## config.mk

```make
export PLATFORM = sky130hd
export DESIGN_NAME = tbc_timer
export DESIGN_NICKNAME = d
export VERILOG_FILES = /design/src/shared/tbc_pkg.sv /design/src/hw/tbc_timer.sv
export SDC_FILE = /design/constraint.sdc
export NUM_CORES = 1
export LEC_CHECK = 0
export BUFFER_PORTS_ARGS = -buffer_cell sky130_fd_sc_hd__buf_4
export CORE_MARGIN = 1.5
export CORE_UTILIZATION = 45
export CTS_CLUSTER_DIAMETER = 40
export DETAILED_ROUTE_END_ITERATION = 8
export PLACE_DENSITY = 0.68
export SLEW_MARGIN = 20
export SYNTH_ARGS = -nofsm -noshare
export SYNTH_HDL_FRONTEND = slang
export SYNTH_SLANG_ARGS = --single-unit
```

## constraint.sdc

```tcl
create_clock -name I_CLK -period 4.8 [get_ports I_CLK]
set_clock_uncertainty 0.2 [all_clocks]
set_input_delay 0 -clock I_CLK [delete_from_list [all_inputs] [get_ports I_CLK]]
set_output_delay 0 -clock I_CLK [all_outputs]
set_load 0.1 [all_outputs]
```

## src/shared/tbc_pkg.sv

```systemverilog
package tbc_pkg;
  // Register byte addresses
  localparam logic [7:0] CTRL_OFS = 8'h00;
  localparam logic [7:0] COUNT_OFS = 8'h04;
  localparam logic [7:0] CNT_HI_OFS = 8'h08;
  localparam logic [7:0] STAT_OFS = 8'h0C;
  localparam logic [7:0] MASK_OFS = 8'h10;
  // Control field positions
  localparam int CTRL_EN_BIT = 0;
  localparam int CTRL_CAS_BIT = 1;
  localparam int CTRL_IE_BIT = 2;
  localparam int CTRL_ARTEN_BIT = 3;
  localparam int CTRL_PSC_LSB = 4;
  // Reset values and slave-error read data
  localparam logic [2:0] PSC_RST = 3'h0;
  localparam logic [7:0] CNT_RST = 8'h00;
  localparam logic [31:0] SLVERR_DATA = 32'h00000000;

  typedef struct packed {
    logic en;
    logic cascade_select;
    logic overflow_irq_enable;
    logic art_en;
    logic [2:0] psc;
  } tbc_ctrl_s;

  typedef enum logic [1:0] {
    ST_IDLE = 2'b01,
    ST_RUN = 2'b10
  } tbc_state_e;

  // Prescaler terminal count: standalone 2^(sel+1)-1, cascaded 2^sel-1
  function automatic logic [7:0] psc_last(input logic [2:0] sel, input logic cas);
    logic [8:0] div;
    div = cas ? (9'h001 << sel) : (9'h002 << sel);
    psc_last = 8'(div - 9'h001);
  endfunction : psc_last
endpackage : tbc_pkg

```

## src/hw/tbc_timer.sv

```systemverilog
`timescale 1ns/100ps
module tbc_timer (
  input wire logic I_CLK,
  input wire logic I_SRST,
  input wire logic I_CE,
  input wire logic I_PSEL,
  input wire logic I_PENABLE,
  input wire logic I_PWRITE,
  input wire logic [7:0] I_PADDR,
  input wire logic [31:0] I_PWDATA,
  output logic [31:0] O_PRDATA,
  output logic O_PREADY,
  output logic O_PSLVERR,
  output logic O_IRQ,
  output tbc_pkg::tbc_ctrl_s O_CTRL
);
  import tbc_pkg::*;

  ////////////////////////////////////////////////////////////////////////////
  // State
  tbc_ctrl_s ctrl_r, ctrl_nxt;
  tbc_state_e state_r, state_nxt;
  logic [7:0] reload_lo_r, reload_lo_nxt;
  logic [7:0] reload_hi_r, reload_hi_nxt;
  logic [7:0] cnt_lo_r, cnt_lo_nxt;
  logic [7:0] cnt_hi_r, cnt_hi_nxt;
  logic [7:0] psc_r, psc_nxt;
  logic stat_r, stat_nxt;
  logic mask_r, mask_nxt;
  logic [31:0] prdata_r, prdata_nxt;
  logic pready_r, pready_nxt;
  logic pslverr_r, pslverr_nxt;
  logic irq_r, irq_nxt;
  logic acc, wr, ovf, tick, lo_wrap;

  // One wait state: answer registered, pready high in second access cycle
  assign acc = I_PSEL && I_PENABLE && !pready_r;
  assign wr = acc && I_PWRITE;

  ////////////////////////////////////////////////////////////////////////////
  // Counter datapath; prescaler only advances while running
  always_comb begin
    state_nxt = state_r;
    psc_nxt = psc_r;
    cnt_lo_nxt = cnt_lo_r;
    cnt_hi_nxt = cnt_hi_r;
    tick = 1'b0;
    lo_wrap = 1'b0;
    ovf = 1'b0;
    case (state_r)
      ST_IDLE: begin
        psc_nxt = 8'h00;
        if (ctrl_r.en) begin
          state_nxt = ST_RUN;
        end
      end
      ST_RUN: begin
        if (!ctrl_r.en) begin
          state_nxt = ST_IDLE;
        end else begin
          // A select made smaller under a running count wraps at once, not after 256
          tick = (psc_r >= psc_last(ctrl_r.psc, ctrl_r.cascade_select));
          psc_nxt = tick ? 8'h00 : 8'(psc_r + 8'h01);
        end
      end
      default: state_nxt = ST_IDLE;
    endcase
    if (tick) begin
      if (ctrl_r.cascade_select) begin
        // Low stage is the reload timer, gated by its own enable
        if (ctrl_r.art_en) begin
          lo_wrap = (cnt_lo_r == 8'hFF);
          cnt_lo_nxt = lo_wrap ? reload_lo_r : 8'(cnt_lo_r + 8'h01);
          if (lo_wrap) begin
            ovf = (cnt_hi_r == 8'hFF);
            cnt_hi_nxt = ovf ? reload_hi_r : 8'(cnt_hi_r + 8'h01);
          end
        end
      end else begin
        ovf = (cnt_lo_r == 8'hFF);
        cnt_lo_nxt = ovf ? reload_lo_r : 8'(cnt_lo_r + 8'h01);
      end
    end
    // Loading a count restarts the stage from the new value
    if (wr && I_PADDR == COUNT_OFS) begin
      cnt_lo_nxt = I_PWDATA[7:0];
    end
    if (wr && I_PADDR == CNT_HI_OFS) begin
      cnt_hi_nxt = I_PWDATA[7:0];
    end
  end

  always_ff @(posedge I_CLK) begin
    if (I_SRST) begin
      state_r <= ST_IDLE;
      psc_r <= 8'h00;
      cnt_lo_r <= CNT_RST;
      cnt_hi_r <= CNT_RST;
    end else if (I_CE) begin
      state_r <= state_nxt;
      psc_r <= psc_nxt;
      cnt_lo_r <= cnt_lo_nxt;
      cnt_hi_r <= cnt_hi_nxt;
    end
  end

  ////////////////////////////////////////////////////////////////////////////
  // Register file and APB answer
  always_comb begin
    ctrl_nxt = ctrl_r;
    reload_lo_nxt = reload_lo_r;
    reload_hi_nxt = reload_hi_r;
    mask_nxt = mask_r;
    stat_nxt = stat_r;
    prdata_nxt = 32'h00000000;
    pready_nxt = acc;
    pslverr_nxt = 1'b0;
    if (acc) begin
      if (I_PADDR == CTRL_OFS) begin
        if (I_PWRITE) begin
          ctrl_nxt.en = I_PWDATA[CTRL_EN_BIT];
          ctrl_nxt.cascade_select = I_PWDATA[CTRL_CAS_BIT];
          ctrl_nxt.overflow_irq_enable = I_PWDATA[CTRL_IE_BIT];
          ctrl_nxt.art_en = I_PWDATA[CTRL_ARTEN_BIT];
          ctrl_nxt.psc = I_PWDATA[CTRL_PSC_LSB +: 3];
        end
        prdata_nxt = {25'h0000000, ctrl_r.psc, ctrl_r.art_en,
                      ctrl_r.overflow_irq_enable, ctrl_r.cascade_select, ctrl_r.en};
      end else if (I_PADDR == COUNT_OFS) begin
        if (I_PWRITE) begin
          reload_lo_nxt = I_PWDATA[7:0];
        end
        prdata_nxt = {24'h000000, cnt_lo_r};
      end else if (I_PADDR == CNT_HI_OFS) begin
        if (I_PWRITE) begin
          reload_hi_nxt = I_PWDATA[7:0];
        end
        prdata_nxt = {24'h000000, cnt_hi_r};
      end else if (I_PADDR == STAT_OFS) begin
        if (I_PWRITE && I_PWDATA[0]) begin
          stat_nxt = 1'b0;
        end
        prdata_nxt = {31'h00000000, stat_r};
      end else if (I_PADDR == MASK_OFS) begin
        if (I_PWRITE) begin
          mask_nxt = I_PWDATA[0];
        end
        prdata_nxt = {31'h00000000, mask_r};
      end else begin
        prdata_nxt = SLVERR_DATA;
        pslverr_nxt = 1'b1; // Unmapped address
      end
    end
    // Set wins over a simultaneous clear so no overflow is lost
    if (ovf) begin
      stat_nxt = 1'b1;
    end
    // Both the enable and the mask must pass the event
    irq_nxt = stat_nxt && mask_nxt && ctrl_nxt.overflow_irq_enable;
  end

  always_ff @(posedge I_CLK) begin
    if (I_SRST) begin
      ctrl_r <= '{en: 1'b0, cascade_select: 1'b0, overflow_irq_enable: 1'b0,
                  art_en: 1'b0, psc: PSC_RST};
      reload_lo_r <= CNT_RST;
      reload_hi_r <= CNT_RST;
      stat_r <= 1'b0;
      mask_r <= 1'b1;
      prdata_r <= 32'h00000000;
      pready_r <= 1'b0;
      pslverr_r <= 1'b0;
      irq_r <= 1'b0;
    end else if (I_CE) begin
      ctrl_r <= ctrl_nxt;
      reload_lo_r <= reload_lo_nxt;
      reload_hi_r <= reload_hi_nxt;
      stat_r <= stat_nxt;
      mask_r <= mask_nxt;
      prdata_r <= prdata_nxt;
      pready_r <= pready_nxt;
      pslverr_r <= pslverr_nxt;
      irq_r <= irq_nxt;
    end
  end

  assign O_PRDATA = prdata_r;
  assign O_PREADY = pready_r;
  assign O_PSLVERR = pslverr_r;
  assign O_IRQ = irq_r;
  assign O_CTRL = ctrl_r;
endmodule : tbc_timer

```

==> results.txt <==
Outcome - complete, no violations
Initial Utilization - 46.9%
Post-CTS sizing - 0
Layout area overhead - 16.3%
Mean Syn Cell Area - 7.92 sq um
Netlist cell types - 63
Clock buffer depth - 2
WP data required - 4.87 ns
Die width - 96.0 um
Dpl hpwl - 7.26 mm
Reg power frac - 43.1%
Max FO, Critical Path - 10
Cells after synthesis - 491
Fmax - 266 MHz
GP Congestion - 0.891
P_sw - 0.352 mW
Final WL - 10.4 mm
Post-Synth Simple-Gate Area - 25.2%
Mux cell area share after synthesis - 6.47%
Clock Sinks - 62
Synth top area share - 31.9%
Adder-cell share of the synthesized area - 4.50%
Clock network power share - 43.0%
Top post-synthesis cells by area - dfxtp_1, mux2i_1, nor2_1
Slew Viols, Final - 0
Pwr Density - 267 mW/mm^2
Syn. warnings - 0
Max cap viols - 0
Share of cells above drive strength 1 - 12.2%
Fillers - 800
RSZ-0062 raised after global routing - no
CTS tree - yes
Full die area - 0.00921 sq mm
DR vias - 3,735
Die Y - 96.0 um
DRT Pass-1 Iters - 5
Dpl cell area - 0.00410 sq mm
Main combinational cell family by area after synthesis - simple AND/OR/NAND/NOR gates
Top FF cell, synth - dfxtp_1
Compound-Gate Fraction of Synth Area - 19.5%
P_leak - 1.76 nW
Critical path arrival - 3.83 ns
Worst vdd ir - 117 uV
Final worst path period share - 78.2%
Row count - 33
WS Path Type - reg -> reg
Synth async-reset ratio - 0%
#FFs+latches synth - 62
P_int - 0.854 mW
Antenna violations before repair - 0
Residual DRC - 0
EDFF count, synth - 0
Largest net degree at the start of global routing - 54
Root Driver - clkbuf_8
IO Pins - 88
Logic pwr share - 13.9%
Final setup vio count - 0
Setup TNS - 0 ns
Clock latency on the worst-skew pair - 0.34 ns
Num CTS Buffers - 9
Synth area leader - dfxtp_1
Layout net count - 596
Area of the core - 0.00830 sq mm
# H-tree levels - 3
Number of diodes - 0
Mapped Area - 0.00389 sq mm
Total congestion overflow - 0
Xor/xnor share of the synthesized area - 3.60%
Final Util - 54.5%
Vias in the first global route - 3,228
Slew headroom - 43.4%
DR vias/cell - 5.78
PortBufs - 39
Seq. cell area - 0.00124 sq mm
Switching share of power - 29.2%
Global-route wire length before repair - 16.4 mm
Final hold violations - 0
Clock transition at the registers of the reported paths - 0.07 ns
Slew @ Worst Pin - 0.843 ns
Tot GR Track Use - 23.4%
HP Class - in -> reg
Post-route design area - 0.00452 sq mm
Crit start category - flop
Routed length per instance - 16.1 um
Register area share after synthesis - 31.9%
Final ANT Viol Nets - 0
Starting DRC count in detailed routing - 364
Post-route minimum period - 3.75 ns
CP Capture Type - flop
Multi-input logic area - 0.00239 sq mm
-- cell usage after synthesis (4+ instances only) --
master	count
a211oi_1	6
a21o_1	5
a21oi_1	41
a22oi_1	8
a31oi_1	5
and3_1	7
and4_1	4
buf_4	24
clkbuf_1	17
dfxtp_1	62
ha_1	14
inv_1	7
mux2i_1	24
nand2_1	58
nand2b_1	7
nand3_1	21
nand4_1	6
nor2_1	61
nor2b_1	5
nor3_1	14
o211ai_1	4
o21ai_0	18
o221ai_1	4
xnor2_1	7
xor2_1	9
-- cells by family (layout without fill, tap and decap cells) --
| logic type | after synthesis | after routing |
|---|---|---|
| compound gates | 115 | 115 |
| flops | 62 | 62 |
| fa+ha+maj | 14 | 14 |
| simple gates | 201 | 201 |
| buf+inv | 57 | 84 |
| other cells | 1 | 24 |
| mux | 25 | 25 |
| xor+xnor | 16 | 16 |
-- layout by cell type, fill, tap and decap left out, types with 6 or more instances in the layout --
cell type	netlist	routed
nand3_1	21	21
nor2_1	61	61
nor3_1	14	14
xor2_1	9	9
dlygate4sd3_1	0	20
a22oi_1	8	8
buf_4	24	41
dfxtp_1	62	62
conb_1	1	24
xnor2_1	7	7
inv_1	7	7
nand2_1	58	58
clkbuf_8	0	10
o21ai_0	18	18
mux2i_1	24	24
a21oi_1	41	41
a211oi_1	6	6
nand2b_1	7	7
and3_1	7	7
ha_1	14	14
nand4_1	6	6
-- final timing paths --
| kind | depth (start not counted) | end | slack, ns | start |
|---|---|---|---|---|
| worst max register to register | 13 | cnt_hi_r[0]$_SDFFE_PP0P_ | 1.05 | O_CTRL[5]$_SDFFE_PP0P_ |
| worst min register to register | 2 | reload_lo_r[5]$_SDFFE_PP0P_ | 0.25 | reload_lo_r[5]$_SDFFE_PP0P_ |
| worst max-delay path | 13 | cnt_hi_r[0]$_SDFFE_PP0P_ | 1.05 | O_CTRL[5]$_SDFFE_PP0P_ |
| worst min-delay path | 6 | mask_r$_SDFFE_PP1P_ | 0.03 | I_PADDR[7] |
-- metrics by stage --
stage          worst slack [ns]  instances  hold slack [ns]  total power [mW]
2_1_floorplan             0.635        514          -0.0612             0.670
3_3_place_gp               1.21        610           0.0896             0.685
3_5_place_dp               1.12        610           0.0997             0.686
4_1_cts                    1.12        646           0.0134              1.21
5_1_grt                   0.776        646           0.0691              1.24
6_report                   1.05        646           0.0284              1.21
-- power by group through the flow --
stage	clock (mW)	sequential, mW	combinational [mW]
after floorplan	0	0.539	0.131
after global placement	0	0.531	0.154
after detailed placement	0	0.531	0.155
after CTS	0.523	0.519	0.167
after global routing	0.546	0.519	0.176
final	0.519	0.519	0.168
-- critical path, cell delays in order, from the launching register on --
cell and delay [ns]:
dfxtp_1 0.46, ha_1 0.43, nand2_1 0.15, ha_1 0.31, xor2_1 0.16, nand2_1 0.06
o21ai_0 0.09, a21oi_1 0.10, ha_1 0.31, nand2_1 0.05, o21a_1 0.27, a2111oi_4 0.67
o221ai_1 0.23, a21oi_1 0.17
-- repair_timing --
| item | 4_1_cts | 5_1_grt |
|---|---|---|
| hold endpoints to repair | 53 | 0 |
| hold buffers | 20 | 0 |
| buffers inserted | 0 | 0 |
-- routing by layer --
layer  global-route usage [%]  part of all wire (%)
met1                     33.3                    47
met2                     35.0                    44
met3                     3.63                   6.3
met4                     9.19                   2.9
met5                        0                     0
-- registers in the layout (all words and copies together) (netlist names) --
register and count:
reload_lo_r 8, O_PRDATA 8, reload_hi_r 8, stat_r 1
O_IRQ 1, O_CTRL 7, cnt_lo_r 8, psc_r 8
O_PSLVERR 1, cnt_hi_r 8, mask_r 1, state_r 2
O_PREADY 1
-- final cells by class --
type                    instances  area share (%)
clock inverters                 6            1.88
multi-input cells             395            52.9
flip-flops and latches         62            27.4
well taps                     105            2.90
clock buffers                  10            3.04
repair buffers                 61            11.2
inverters                       7           0.581
Note: power is estimated with default switching activity, not from simulation.
